`config.mk`:
```
export PLATFORM = sky130hd
export DESIGN_NAME = nalu_core
export DESIGN_NICKNAME = d
export VERILOG_FILES = /design/src/nalu_pkg.sv /design/src/nalu_alu.sv /design/src/nalu_ram.sv /design/src/nalu_core.sv
export VERILOG_INCLUDE_DIRS = /design/src /design/src/src
export SDC_FILE = /design/constraint.sdc
export NUM_CORES = 1
export LEC_CHECK = 0
export BUFFER_PORTS_ARGS = -buffer_cell sky130_fd_sc_hd__buf_2
export CAP_MARGIN = 10
export CORE_ASPECT_RATIO = 0.7
export CORE_MARGIN = 5
export CORE_UTILIZATION = 60
export CTS_CLUSTER_DIAMETER = 60
export DETAILED_ROUTE_END_ITERATION = 6
export GPL_ROUTABILITY_DRIVEN = 0
export PLACE_DENSITY = 0.8
export SLEW_MARGIN = 20
export SYNTH_ARGS = -nofsm -noshare
export SYNTH_HDL_FRONTEND = slang
export SYNTH_HIERARCHICAL = 1
export SYNTH_SLANG_ARGS = --single-unit
```
`constraint.sdc`:
```
create_clock -name core_clk -period 11.2 [get_ports core_clk]
set_clock_uncertainty 0.05 [all_clocks]
set_input_delay 1.68 -clock core_clk [delete_from_list [all_inputs] [get_ports core_clk]]
set_output_delay 1.68 -clock core_clk [all_outputs]
set_load 0.1 [all_outputs]
```
`src/nalu_defines.svh`:
```
// Constants of the nibble datapath: RAM map, field positions, reset values
`ifndef NALU_DEFINES_SVH
`define NALU_DEFINES_SVH
`define NALU_RAM_DEPTH      256
`define NALU_RAM_DEPTH_SM   128
`define NALU_ADDR_MSB       7
`define NALU_ADDR_LOW_MASK  8'h7f
`define NALU_ADDR_FULL_MASK 8'hff
`define NALU_IDX_WB_LAG     5
`define NALU_NIB_MSB        3
`define NALU_STACK_IDX_ADDR 8'hff
`define NALU_ROMP_HI_ADDR   8'hfe
`define NALU_ROMP_MID_ADDR  8'hfd
`define NALU_ROMP_LO_ADDR   8'hfc
`define NALU_TMR2_HI_ADDR   8'hfa
`define NALU_TMR2_MID_ADDR  8'hf9
`define NALU_TMR2_LO_ADDR   8'hf8
`define NALU_TMR1_HI_ADDR   8'hf6
`define NALU_TMR1_MID_ADDR  8'hf5
`define NALU_TMR1_LO_ADDR   8'hf4
`define NALU_STACK_TOP_BITS 2'h3
`define NALU_STACK_LOW_BITS 2'h0
`define NALU_NIB_ZERO       4'h0
`define NALU_NIB_ONE        4'h1
`define NALU_FLAGS_RESET    4'h2
`define NALU_FLAG_CARRY     3
`define NALU_FLAG_ZERO      2
`define NALU_FLAG_BRANCH    1
`define NALU_FLAG_GENERAL   0
`endif

```
`src/nalu_pkg.sv`:
```
// Types shared by the nibble datapath
package nalu_pkg;
  typedef enum logic [3:0] {
    NALU_OP_PASS, NALU_OP_ADD, NALU_OP_ADD_WITH_CARRY_INSTR, NALU_OP_SUB, NALU_OP_SUBC,
    NALU_OP_AND, NALU_OP_OR, NALU_OP_XOR, NALU_OP_ROL, NALU_OP_ROR
  } nalu_op_e;
  typedef enum logic [1:0] {
    NALU_BR_ONE, NALU_BR_ZERO, NALU_BR_CARRY, NALU_BR_BORROW
  } nalu_brsel_e;
  typedef enum logic [1:0] {
    NALU_GF_KEEP, NALU_GF_SET, NALU_GF_CLR
  } nalu_gf_e;
  typedef struct packed {
    logic        carry;
    logic        zero;
    logic        branch;
    logic        general;
  } nalu_flags_s;
  typedef struct packed {
    nalu_op_e    op;
    logic        use_mem;
    logic        acc_we;
    logic        carry_we;
    logic        zero_we;
    logic        branch_we;
    nalu_brsel_e branch_sel;
    nalu_gf_e    gf_ctl;
  } nalu_ctl_s;
endpackage

```
`src/nalu_alu.sv`:
```
// Combinational 4-bit ALU with carry and zero outputs
`timescale 1ns/1ns
`default_nettype none
`include "nalu_defines.svh"
module nalu_alu (
  // Operation
  input  wire nalu_pkg::nalu_op_e op,
  input  wire logic [3:0]         opa,
  input  wire logic [3:0]         opb,
  input  wire logic               carry_in,
  // Result
  output logic [3:0]              result,
  output logic                    carry_out,
  output logic                    zero_out
);
  logic [4:0] sum_w;
  logic [4:0] dif_w;
  logic       cin_w;
  logic       sub_cin_w;

  // Carry in for carried add and subtract
  assign cin_w     = (op == nalu_pkg::NALU_OP_ADD_WITH_CARRY_INSTR) ? carry_in : 1'b0;
  assign sub_cin_w = (op == nalu_pkg::NALU_OP_SUBC) ? carry_in : 1'b1;
  assign sum_w     = {1'b0, opa} + {1'b0, opb} + {4'h0, cin_w};
  assign dif_w     = {1'b0, opa} + {1'b0, ~opb} + {4'h0, sub_cin_w};

  // Operation select
  always_comb
  begin
    result    = opb;
    carry_out = carry_in;
    unique case (op)
      nalu_pkg::NALU_OP_PASS: result = opb;
      nalu_pkg::NALU_OP_ADD, nalu_pkg::NALU_OP_ADD_WITH_CARRY_INSTR:
      begin
        result    = sum_w[3:0];
        carry_out = sum_w[4];
      end
      nalu_pkg::NALU_OP_SUB, nalu_pkg::NALU_OP_SUBC:
      begin
        result    = dif_w[3:0];
        carry_out = dif_w[4];
      end
      nalu_pkg::NALU_OP_AND: result = opa & opb;
      nalu_pkg::NALU_OP_OR:  result = opa | opb;
      nalu_pkg::NALU_OP_XOR: result = opa ^ opb;
      nalu_pkg::NALU_OP_ROL:
      begin
        result    = {opa[2:0], carry_in};
        carry_out = opa[3];
      end
      nalu_pkg::NALU_OP_ROR:
      begin
        result    = {carry_in, opa[3:1]};
        carry_out = opa[0];
      end
      default:
      begin
        result    = opb;
        carry_out = carry_in;
      end
    endcase
  end

  // Zero detect on the result
  assign zero_out = (result == `NALU_NIB_ZERO);
endmodule
`default_nettype wire

```
`src/nalu_ram.sv`:
```
// Nibble data memory with top address bit dropped on the small variant
`timescale 1ns/1ns
`default_nettype none
`include "nalu_defines.svh"
module nalu_ram (
  // Clock
  input  wire logic       core_clk,
  // Access
  input  wire logic       small_variant,
  input  wire logic [7:0] addr,
  input  wire logic       we,
  input  wire logic [3:0] wdata,
  output logic [3:0]      rdata,
  // Table pointer nibbles
  output logic [11:0]     romp_word
);
  logic [3:0] mem_q [`NALU_RAM_DEPTH];
  logic [7:0] phys_w;
  logic [7:0] fold_w;

  // Pointer taps fold like any other access on the small part
  assign fold_w    = small_variant ? `NALU_ADDR_LOW_MASK : `NALU_ADDR_FULL_MASK;
  assign romp_word = {mem_q[`NALU_ROMP_HI_ADDR & fold_w], mem_q[`NALU_ROMP_MID_ADDR & fold_w],
                      mem_q[`NALU_ROMP_LO_ADDR & fold_w]};

  // Small part leaves the address MSB undecoded
  assign phys_w = small_variant ? {1'b0, addr[6:0]} : addr;
  assign rdata  = mem_q[phys_w];

  // Write port, no reset as on the real store
  always_ff @(posedge core_clk)
  begin
    if (we)
      mem_q[phys_w] <= wdata;
  end
endmodule
`default_nettype wire

```
`src/nalu_core.sv`:
```
// Nibble datapath: work register, flags, RAM-mapped special words, stack
`timescale 1ns/1ns
`default_nettype none
`include "nalu_defines.svh"
module nalu_core (
  // Clock and reset
  input  wire logic                core_clk,
  input  wire logic                arst_n,
  // Variant strap
  input  wire logic                small_variant,
  // Instruction controls
  input  wire nalu_pkg::nalu_ctl_s ctl,
  input  wire logic                exec,
  // RAM access by ordinary instructions
  input  wire logic [7:0]          ram_addr,
  input  wire logic                ram_we,
  input  wire logic                ram_wsel_acc,
  input  wire logic [3:0]          ram_wdata,
  // Stack traffic
  input  wire logic                push_req,
  input  wire logic                pop_req,
  input  wire logic                push_is_int,
  input  wire logic                pop_is_interrupt_return_instr,
  input  wire logic [11:0]         ret_addr,
  // Table pointer sampling
  input  wire logic                romp_load,
  // Results
  output logic [3:0]               work_register,
  output nalu_pkg::nalu_flags_s    flags,
  output logic                     branch_taken,
  output logic [3:0]               ram_rdata,
  output logic [11:0]              rom_table_pointer,
  output logic [11:0]              restored_addr,
  output logic                     stack_busy
);
  // ****************************************************************
  // Local state
  // ****************************************************************
  typedef enum logic [2:0] {
    NALU_ST_IDLE, NALU_ST_IDX_RD, NALU_ST_WORD, NALU_ST_IDX_WR
  } nalu_stk_e;

  nalu_stk_e              st_q, st_d;
  logic [3:0]             acc_q, acc_d;
  nalu_pkg::nalu_flags_s  flg_q, flg_d;
  logic                   br_q;
  logic [3:0]             rd_q;
  logic [11:0]            romp_q;
  logic [11:0]            rest_q, rest_d;
  logic                   busy_q;
  logic [3:0]             idx_q, idx_d;
  logic [1:0]             wcnt_q, wcnt_d;
  logic                   is_push_q, is_push_d;
  logic                   is_int_q, is_int_d;
  logic [11:0]            ret_q, ret_d;

  // ****************************************************************
  // ALU and RAM
  // ****************************************************************
  logic [3:0]  alu_res_w;
  logic        alu_c_w;
  logic        alu_z_w;
  logic [3:0]  opb_w;
  logic [7:0]  stk_addr_w;
  logic [7:0]  mem_addr_w;
  logic        mem_we_w;
  logic [3:0]  mem_wd_w;
  logic [3:0]  mem_rd_w;
  logic [3:0]  stk_wd_w;
  logic        br_cond_w;
  logic [11:0] romp_word_w;

  // Second operand from memory or instruction data
  assign opb_w = ctl.use_mem ? mem_rd_w : ram_wdata;

  nalu_alu u_alu (
    .op        (ctl.op),
    .opa       (acc_q),
    .opb       (opb_w),
    .carry_in  (flg_q.carry),
    .result    (alu_res_w),
    .carry_out (alu_c_w),
    .zero_out  (alu_z_w)
  );

  // Stack address: ones above, index in middle, word select below
  assign stk_addr_w = {`NALU_STACK_TOP_BITS, idx_q, wcnt_q};

  // Stack word data: return address nibbles, then flags on interrupt
  always_comb
  begin
    stk_wd_w = ret_q[3:0];
    unique case (wcnt_q)
      2'h0: stk_wd_w = ret_q[3:0];
      2'h1: stk_wd_w = ret_q[7:4];
      2'h2: stk_wd_w = ret_q[11:8];
      2'h3: stk_wd_w = is_int_q ? flg_q : `NALU_NIB_ZERO;
      default: stk_wd_w = ret_q[3:0];
    endcase
  end

  // Memory port arbitration: stack engine wins while busy
  assign mem_addr_w = (st_q == NALU_ST_IDLE) ? ram_addr :
                      (st_q == NALU_ST_WORD) ? stk_addr_w : `NALU_STACK_IDX_ADDR;
  assign mem_we_w   = (st_q == NALU_ST_IDLE) ? (ram_we && exec) :
                      ((st_q == NALU_ST_WORD) && is_push_q) || (st_q == NALU_ST_IDX_WR);
  assign mem_wd_w   = (st_q == NALU_ST_IDLE) ? (ram_wsel_acc ? acc_q : ram_wdata) :
                      (st_q == NALU_ST_WORD) ? stk_wd_w : idx_q;

  nalu_ram u_ram (
    .core_clk      (core_clk),
    .small_variant (small_variant),
    .addr          (mem_addr_w),
    .we            (mem_we_w),
    .wdata         (mem_wd_w),
    .rdata         (mem_rd_w),
    .romp_word     (romp_word_w)
  );

  // ****************************************************************
  // Work register and flags
  // ****************************************************************
  // Branch flag condition select
  always_comb
  begin
    br_cond_w = 1'b1;
    unique case (ctl.branch_sel)
      nalu_pkg::NALU_BR_ONE:    br_cond_w = 1'b1;
      nalu_pkg::NALU_BR_ZERO:   br_cond_w = ~alu_z_w;
      nalu_pkg::NALU_BR_CARRY:  br_cond_w = ~alu_c_w;
      nalu_pkg::NALU_BR_BORROW: br_cond_w = alu_c_w;
      default:                  br_cond_w = 1'b1;
    endcase
  end

  // Next work register and flags
  always_comb
  begin
    acc_d = acc_q;
    flg_d = flg_q;
    if (st_q == NALU_ST_IDLE && exec)
    begin
      if (ctl.acc_we)
        acc_d = alu_res_w;
      if (ctl.carry_we)
        flg_d.carry = alu_c_w;
      if (ctl.zero_we)
        flg_d.zero = alu_z_w;
      if (ctl.branch_we)
        flg_d.branch = br_cond_w;
      if (ctl.gf_ctl == nalu_pkg::NALU_GF_SET)
        flg_d.general = 1'b1;
      else if (ctl.gf_ctl == nalu_pkg::NALU_GF_CLR)
        flg_d.general = 1'b0;
    end
    if (st_q == NALU_ST_IDX_WR && is_push_q && is_int_q)
      flg_d.branch = 1'b1;
    if (st_q == NALU_ST_WORD && !is_push_q && is_int_q && wcnt_q == 2'h3)
      flg_d = mem_rd_w;
  end

  // ****************************************************************
  // Stack engine
  // ****************************************************************
  // Sequence: read index, walk four words, write index back
  always_comb
  begin
    st_d      = st_q;
    idx_d     = idx_q;
    wcnt_d    = wcnt_q;
    is_push_d = is_push_q;
    is_int_d  = is_int_q;
    ret_d     = ret_q;
    rest_d    = rest_q;
    unique case (st_q)
      NALU_ST_IDLE:
      begin
        if (push_req || pop_req)
        begin
          st_d      = NALU_ST_IDX_RD;
          is_push_d = push_req;
          is_int_d  = push_req ? push_is_int : pop_is_interrupt_return_instr;
          ret_d     = ret_addr;
        end
      end
      NALU_ST_IDX_RD:
      begin
        // Restore pre-increments the index
        idx_d  = is_push_q ? mem_rd_w : mem_rd_w + `NALU_NIB_ONE;
        wcnt_d = 2'h0;
        st_d   = NALU_ST_WORD;
      end
      NALU_ST_WORD:
      begin
        if (!is_push_q)
        begin
          unique case (wcnt_q)
            2'h0: rest_d[3:0]  = mem_rd_w;
            2'h1: rest_d[7:4]  = mem_rd_w;
            2'h2: rest_d[11:8] = mem_rd_w;
            default: rest_d = rest_q;
          endcase
        end
        wcnt_d = wcnt_q + 2'h1;
        if (wcnt_q == 2'h3)
          st_d = NALU_ST_IDX_WR;
      end
      NALU_ST_IDX_WR:
      begin
        st_d = NALU_ST_IDLE;
      end
      default: st_d = NALU_ST_IDLE;
    endcase
  end

  // Index written back: decremented after a save
  logic [3:0] idx_wb_w;
  assign idx_wb_w = is_push_q ? idx_q - `NALU_NIB_ONE : idx_q;

  // ****************************************************************
  // Registers
  // ****************************************************************
  // State and datapath registers
  always_ff @(posedge core_clk or negedge arst_n)
  begin
    if (!arst_n)
    begin
      st_q      <= NALU_ST_IDLE;
      acc_q     <= `NALU_NIB_ZERO;
      flg_q     <= `NALU_FLAGS_RESET;
      idx_q     <= `NALU_NIB_ZERO;
      wcnt_q    <= 2'h0;
      is_push_q <= 1'b0;
      is_int_q  <= 1'b0;
      ret_q     <= 12'h000;
      rest_q    <= 12'h000;
    end
    else
    begin
      st_q      <= st_d;
      acc_q     <= acc_d;
      flg_q     <= flg_d;
      idx_q     <= (st_q == NALU_ST_WORD && wcnt_q == 2'h3) ? idx_wb_w : idx_d;
      wcnt_q    <= wcnt_d;
      is_push_q <= is_push_d;
      is_int_q  <= is_int_d;
      ret_q     <= ret_d;
      rest_q    <= rest_d;
    end
  end

  // Registered outputs and table pointer capture
  always_ff @(posedge core_clk or negedge arst_n)
  begin
    if (!arst_n)
    begin
      br_q   <= 1'b0;
      rd_q   <= `NALU_NIB_ZERO;
      romp_q <= 12'h000;
      busy_q <= 1'b0;
    end
    else
    begin
      br_q   <= flg_d.branch;
      rd_q   <= mem_rd_w;
      busy_q <= (st_d != NALU_ST_IDLE);
      if (romp_load)
        romp_q <= romp_word_w;
    end
  end

  assign work_register     = acc_q;
  assign flags             = flg_q;
  assign branch_taken      = br_q;
  assign ram_rdata         = rd_q;
  assign rom_table_pointer = romp_q;
  assign restored_addr     = rest_q;
  assign stack_busy        = busy_q;

  // ****************************************************************
  // Checks
  // ****************************************************************
  AST_STACK_ADDR: assert property (@(posedge core_clk) disable iff (!arst_n)
    st_q == NALU_ST_WORD |-> mem_addr_w[7:6] == 2'h3 && mem_addr_w[5:2] == idx_q)
    else $error("stack address format wrong");
  AST_ACC_LOAD: assert property (@(posedge core_clk) disable iff (!arst_n)
    st_q == NALU_ST_IDLE && exec && ctl.acc_we |=> acc_q == $past(alu_res_w))
    else $error("work register not loaded");
  AST_ZERO_FLAG: assert property (@(posedge core_clk) disable iff (!arst_n)
    st_q == NALU_ST_IDLE && exec && ctl.zero_we |=> flg_q.zero == ($past(alu_res_w) == 4'h0))
    else $error("zero flag mismatch");
  AST_CARRY_ADD: assert property (@(posedge core_clk) disable iff (!arst_n)
    ctl.op == nalu_pkg::NALU_OP_ADD |-> alu_c_w == (({1'b0, acc_q} + {1'b0, opb_w}) > 5'h0f))
    else $error("add carry wrong");
  AST_BORROW: assert property (@(posedge core_clk) disable iff (!arst_n)
    ctl.op == nalu_pkg::NALU_OP_SUB |-> alu_c_w == (acc_q >= opb_w))
    else $error("subtract carry wrong");
  AST_KEEP_FLAGS: assert property (@(posedge core_clk) disable iff (!arst_n)
    st_q == NALU_ST_IDLE && !(exec && (ctl.carry_we || ctl.zero_we || ctl.branch_we))
    && ctl.gf_ctl == nalu_pkg::NALU_GF_KEEP |=> $stable(flg_q))
    else $error("flag changed without update");
  AST_PUSH_SF: assert property (@(posedge core_clk) disable iff (!arst_n)
    st_q == NALU_ST_IDX_WR && is_push_q && is_int_q |=> flg_q.branch)
    else $error("branch flag not set after push");
  AST_PUSH_DEC: assert property (@(posedge core_clk) disable iff (!arst_n)
    st_q == NALU_ST_IDX_WR && is_push_q |-> mem_we_w
    && mem_wd_w == $past(mem_rd_w, `NALU_IDX_WB_LAG) - `NALU_NIB_ONE)
    else $error("index write back wrong");
  AST_POP_INC: assert property (@(posedge core_clk) disable iff (!arst_n)
    st_q == NALU_ST_IDX_WR && !is_push_q |-> mem_we_w
    && mem_wd_w == $past(mem_rd_w, `NALU_IDX_WB_LAG) + `NALU_NIB_ONE)
    else $error("index restore increment wrong");
  AST_ROL_CARRY: assert property (@(posedge core_clk) disable iff (!arst_n)
    ctl.op == nalu_pkg::NALU_OP_ROL |-> alu_c_w == acc_q[`NALU_NIB_MSB])
    else $error("rotate carry wrong");
  AST_GF_SET: assert property (@(posedge core_clk) disable iff (!arst_n)
    st_q == NALU_ST_IDLE && exec && ctl.gf_ctl == nalu_pkg::NALU_GF_SET |=> flg_q.general)
    else $error("general flag not set");
endmodule
`default_nettype wire

```
==> flow_summary_export.csv <==
group,metric,value,unit
floorplanning,core,72900,um^2
grt,grtUsageTotal,26.9,%
grt,grt_pass1_vias,24000,
pwr,p_per_area,221,nW/um^2
synth,synth_top_area_share,70.1,%
timing,tightest_slew,1.24,ns
setup_path,arrival,8.89,ns
route,wirelength,106000,um
grt,grt_max_degree,257,
route,drc,0,
setup_path,critPathCaptureType,"register",
timing,setup_tns,0,ns
pwr,max-vdd-ir-drop,0.000318,V
route,wl_per_cell,30.7,um
synth,yosys_warnings,6,
route,routed-via-count,24000,
clock_network,clk_pin_slew,0.07,ns
worst_hold_path,hp-start,"ret_q[7]$_DFFE_PN0P_",
route,drt_iter0_drc,4083,
grt,grt-ovfl-total,0,
grt,antenna_found_initial,2,
floorplanning,die_height,236,um
worst_hold_path,holdPathEnd,"ret_q[7]$_DFFE_PN0P_",
timing,finalCriticalPeriod,8.42,ns
floorplanning,initial_utilization,60.2,%
synth,syn_nets,2421,
setup_path,worstSetupPathType,"in -> reg",
setup_path,r2r-end,"branch_taken$_DFF_PN0_",
synth,synth.area.top_cells,"edfxtp_1 (70%), mux4_2 (13%), dfrtp_1 (3.4%)",
route,final_antenna_net_count,0,
floorplanning,dieArea,78700,um^2
clock_network,cts_tree,"done",
floorplanning,num_io_pins,86,
timing,period_share,75.1,%
place,io_buffers,85,
synth,synthTopCellsByCount,"edfxtp_1 (1024), nor2_1 (278), mux4_2 (256), a22oi_1 (132), clkbuf_1 (92)",
grt,grt_pass1_wl,158000,um
clock_network,cts_buffers,92,
synth,synthMostInstantiatedCell,"edfxtp_1",
timing,slew_viol_final,0,
pwr,power.leakage,15.5,nW
clock_network,clockBufferDepth,3,
synth,synthesis.area,43900,um^2
clock_network,postCtsHoldBufs,0,
setup_path,ff2ff_path_depth,22,
run_status,status,"completed",
timing,timing.slew.headroom,17.5,%
place,postPlaceCellArea,45300,um^2
route,drtPass1Iterations,6,
synth,synth_top_area_cell,"edfxtp_1",
clock_network,cts_num_sinks,1085,
floorplanning,rows,83,
cells_and_area,layout.nets,2485,
timing,fmax,0.119,GHz
clock_network,ctsResizeCount,0,
route,vias_per_cell,6.92,
cells_and_area,drive_above_1_share,23.7,%
clock_network,postCtsSetupBuffers,0,
synth,synthDistinctLibCells,74,
synth,ys.flop_type,"edfxtp_1",
clock_network,insertion_delay,0.65,ns
synth,synth_area_per_cell,18.7,um^2
synth,ys_seq_elements,1085,
setup_path,path_max_fanout,77,
flow_run,maxCapViolations,0,
cells_and_area,fin_area,48300,um^2
synth,synth-edff-count,1024,
setup_path,required,11.67,ns
worst_hold_path,min_path_cells,2,
synth,ys_seq_area_share,73.6,%
timing,final_hold_viol_count,0,
setup_path,cp-start-kind,"input pin",
timing,rsz0062_at_grt,"false",
clock_network,htreeDepth,3,
place,dp_hpwl,60600,um
setup_path,timing.rr.start,"st_q[1]$_DFF_PN0_",
setup_path,regToRegSetupSlack,2.88,ns
floorplanning,die_w,333,um
worst_hold_path,hold_class,"reg -> reg",
clock_network,cts-root-buf,"clkbuf_16",
cells_and_area,synthToLayoutAreaGrowth,10.1,%
timing,setup_viol,0,
synth,syn_inst,2350,
synth,async_reset_ff_share,5.62,%
[critical path, cell delays in order]
cell and delay (ns):
buf_2 0.09, mux2i_1 0.09, nand2_4 0.74, buf_12 0.49, mux4_2 0.58, a22oi_1 0.31, a21oi_1 0.15, o41ai_1 0.73
nand4_1 0.71, mux2_2 0.56, inv_1 0.16, fa_1 0.24, inv_1 0.06, fa_1 0.40, o21bai_1 0.18, a21oi_1 0.10
a2111oi_0 0.47, o21ai_0 0.13, o211ai_1 0.20, nand2_1 0.12, o211ai_1 0.10, o2111ai_1 0.14, a31oi_1 0.27
[power by group]
group	switching [mW]	internal, mW
logic	1.65	0.612
registers	0.0980	5.06
clock network	1.41	1.85
total	3.16	7.52
[state kept, by name (all words and copies together), names as in the netlist]
name	cells
branch_taken	1
idx_q	4
work_register	4
rom_table_pointer	12
ret_q	12
u_ram/mem_q	1024
ram_rdata	4
is_push_q	1
stack_busy	1
restored_addr	12
wcnt_q	2
flags	4
is_int_q	1
st_q	3
[cells in the final DEF (no fill, tap or decap), types with 5 or more instances in the layout]
master	count
edfxtp_1	1024
nor2_1	277
mux4_2	256
a22oi_1	128
clkbuf_16	97
a21oi_1	85
buf_2	85
nand2_1	84
dfrtp_1	60
mux2_2	46
buf_4	30
clkinv_1	26
inv_1	23
mux2i_1	20
o21ai_0	19
ha_1	19
o41ai_1	15
nand3_1	14
clkinv_2	13
bufinv_16	12
clkbuf_1	11
a221oi_1	8
nand2b_1	8
nor2b_1	7
buf_12	7
xnor2_1	5
[final cells by class]
class / count / area (um^2)
multi-input cells: 1088 / 10900
inverters: 24 / 90.1
clock buffers: 108 / 2470
fillers: 4465 / 24600
clock inverters: 57 / 566
well taps: 977 / 1220
repair buffers: 123 / 818
diodes: 1 / 2.50
flip-flops and latches: 1085 / 32300
[metal layers]
layer	vias up	track usage [%]	share of wire, %	routed length, um
li1	9611	-	-	-
met4	2	8.28	3.2	3420
met3	251	7.03	13	13700
met5	-	0	0.012	13
met1	12300	39.4	37	39500
met2	1820	40.7	47	49700
[cells by family (layout without fill, tap and decap cells)]
| logic type | Yosys count | count (layout) | share of synthesized area [%] |
|---|---|---|---|
| compound gates | 300 | 300 | 4.71 |
| xor+xnor | 6 | 6 | 0.120 |
| fa+ha+maj | 23 | 23 | 0.724 |
| buf+inv | 177 | 312 | 1.82 |
| flops | 1085 | 1085 | 73.6 |
| mux | 323 | 323 | 14.8 |
| other cells | 1 | 2 | 0.00855 |
| simple gates | 435 | 435 | 4.25 |
[worst max-delay path by stage]
stage	from	endpoint	slack [ns]
4_1_cts	ram_addr[0]	branch_taken$_DFF_PN0_	2.96
2_1_floorplan	ram_wsel_acc	u_ram/mem_q[0][1]$_DFFE_PP_	0.56
6_report	ram_addr[0]	branch_taken$_DFF_PN0_	2.78
3_5_place_dp	ram_addr[0]	branch_taken$_DFF_PN0_	2.43
5_1_grt	ram_addr[0]	branch_taken$_DFF_PN0_	2.21
3_3_place_gp	ram_addr[0]	branch_taken$_DFF_PN0_	2.51
[metrics by stage]
stage               std cells  total power [mW]  setup WS, ns  hold WS [ns]  utilization [%]
CTS                      3461              10.7          2.96         0.435             66.2
finish                   3463              10.7          2.78         0.436             66.3
global placement         3296              7.35          2.51         0.414             62.1
detailed placement       3296              7.45          2.43         0.418             62.1
global route             3462              11.0          2.21         0.460             66.3
floorplan                2350              6.98         0.557         0.396                -
(Power assumes the default switching activity.)
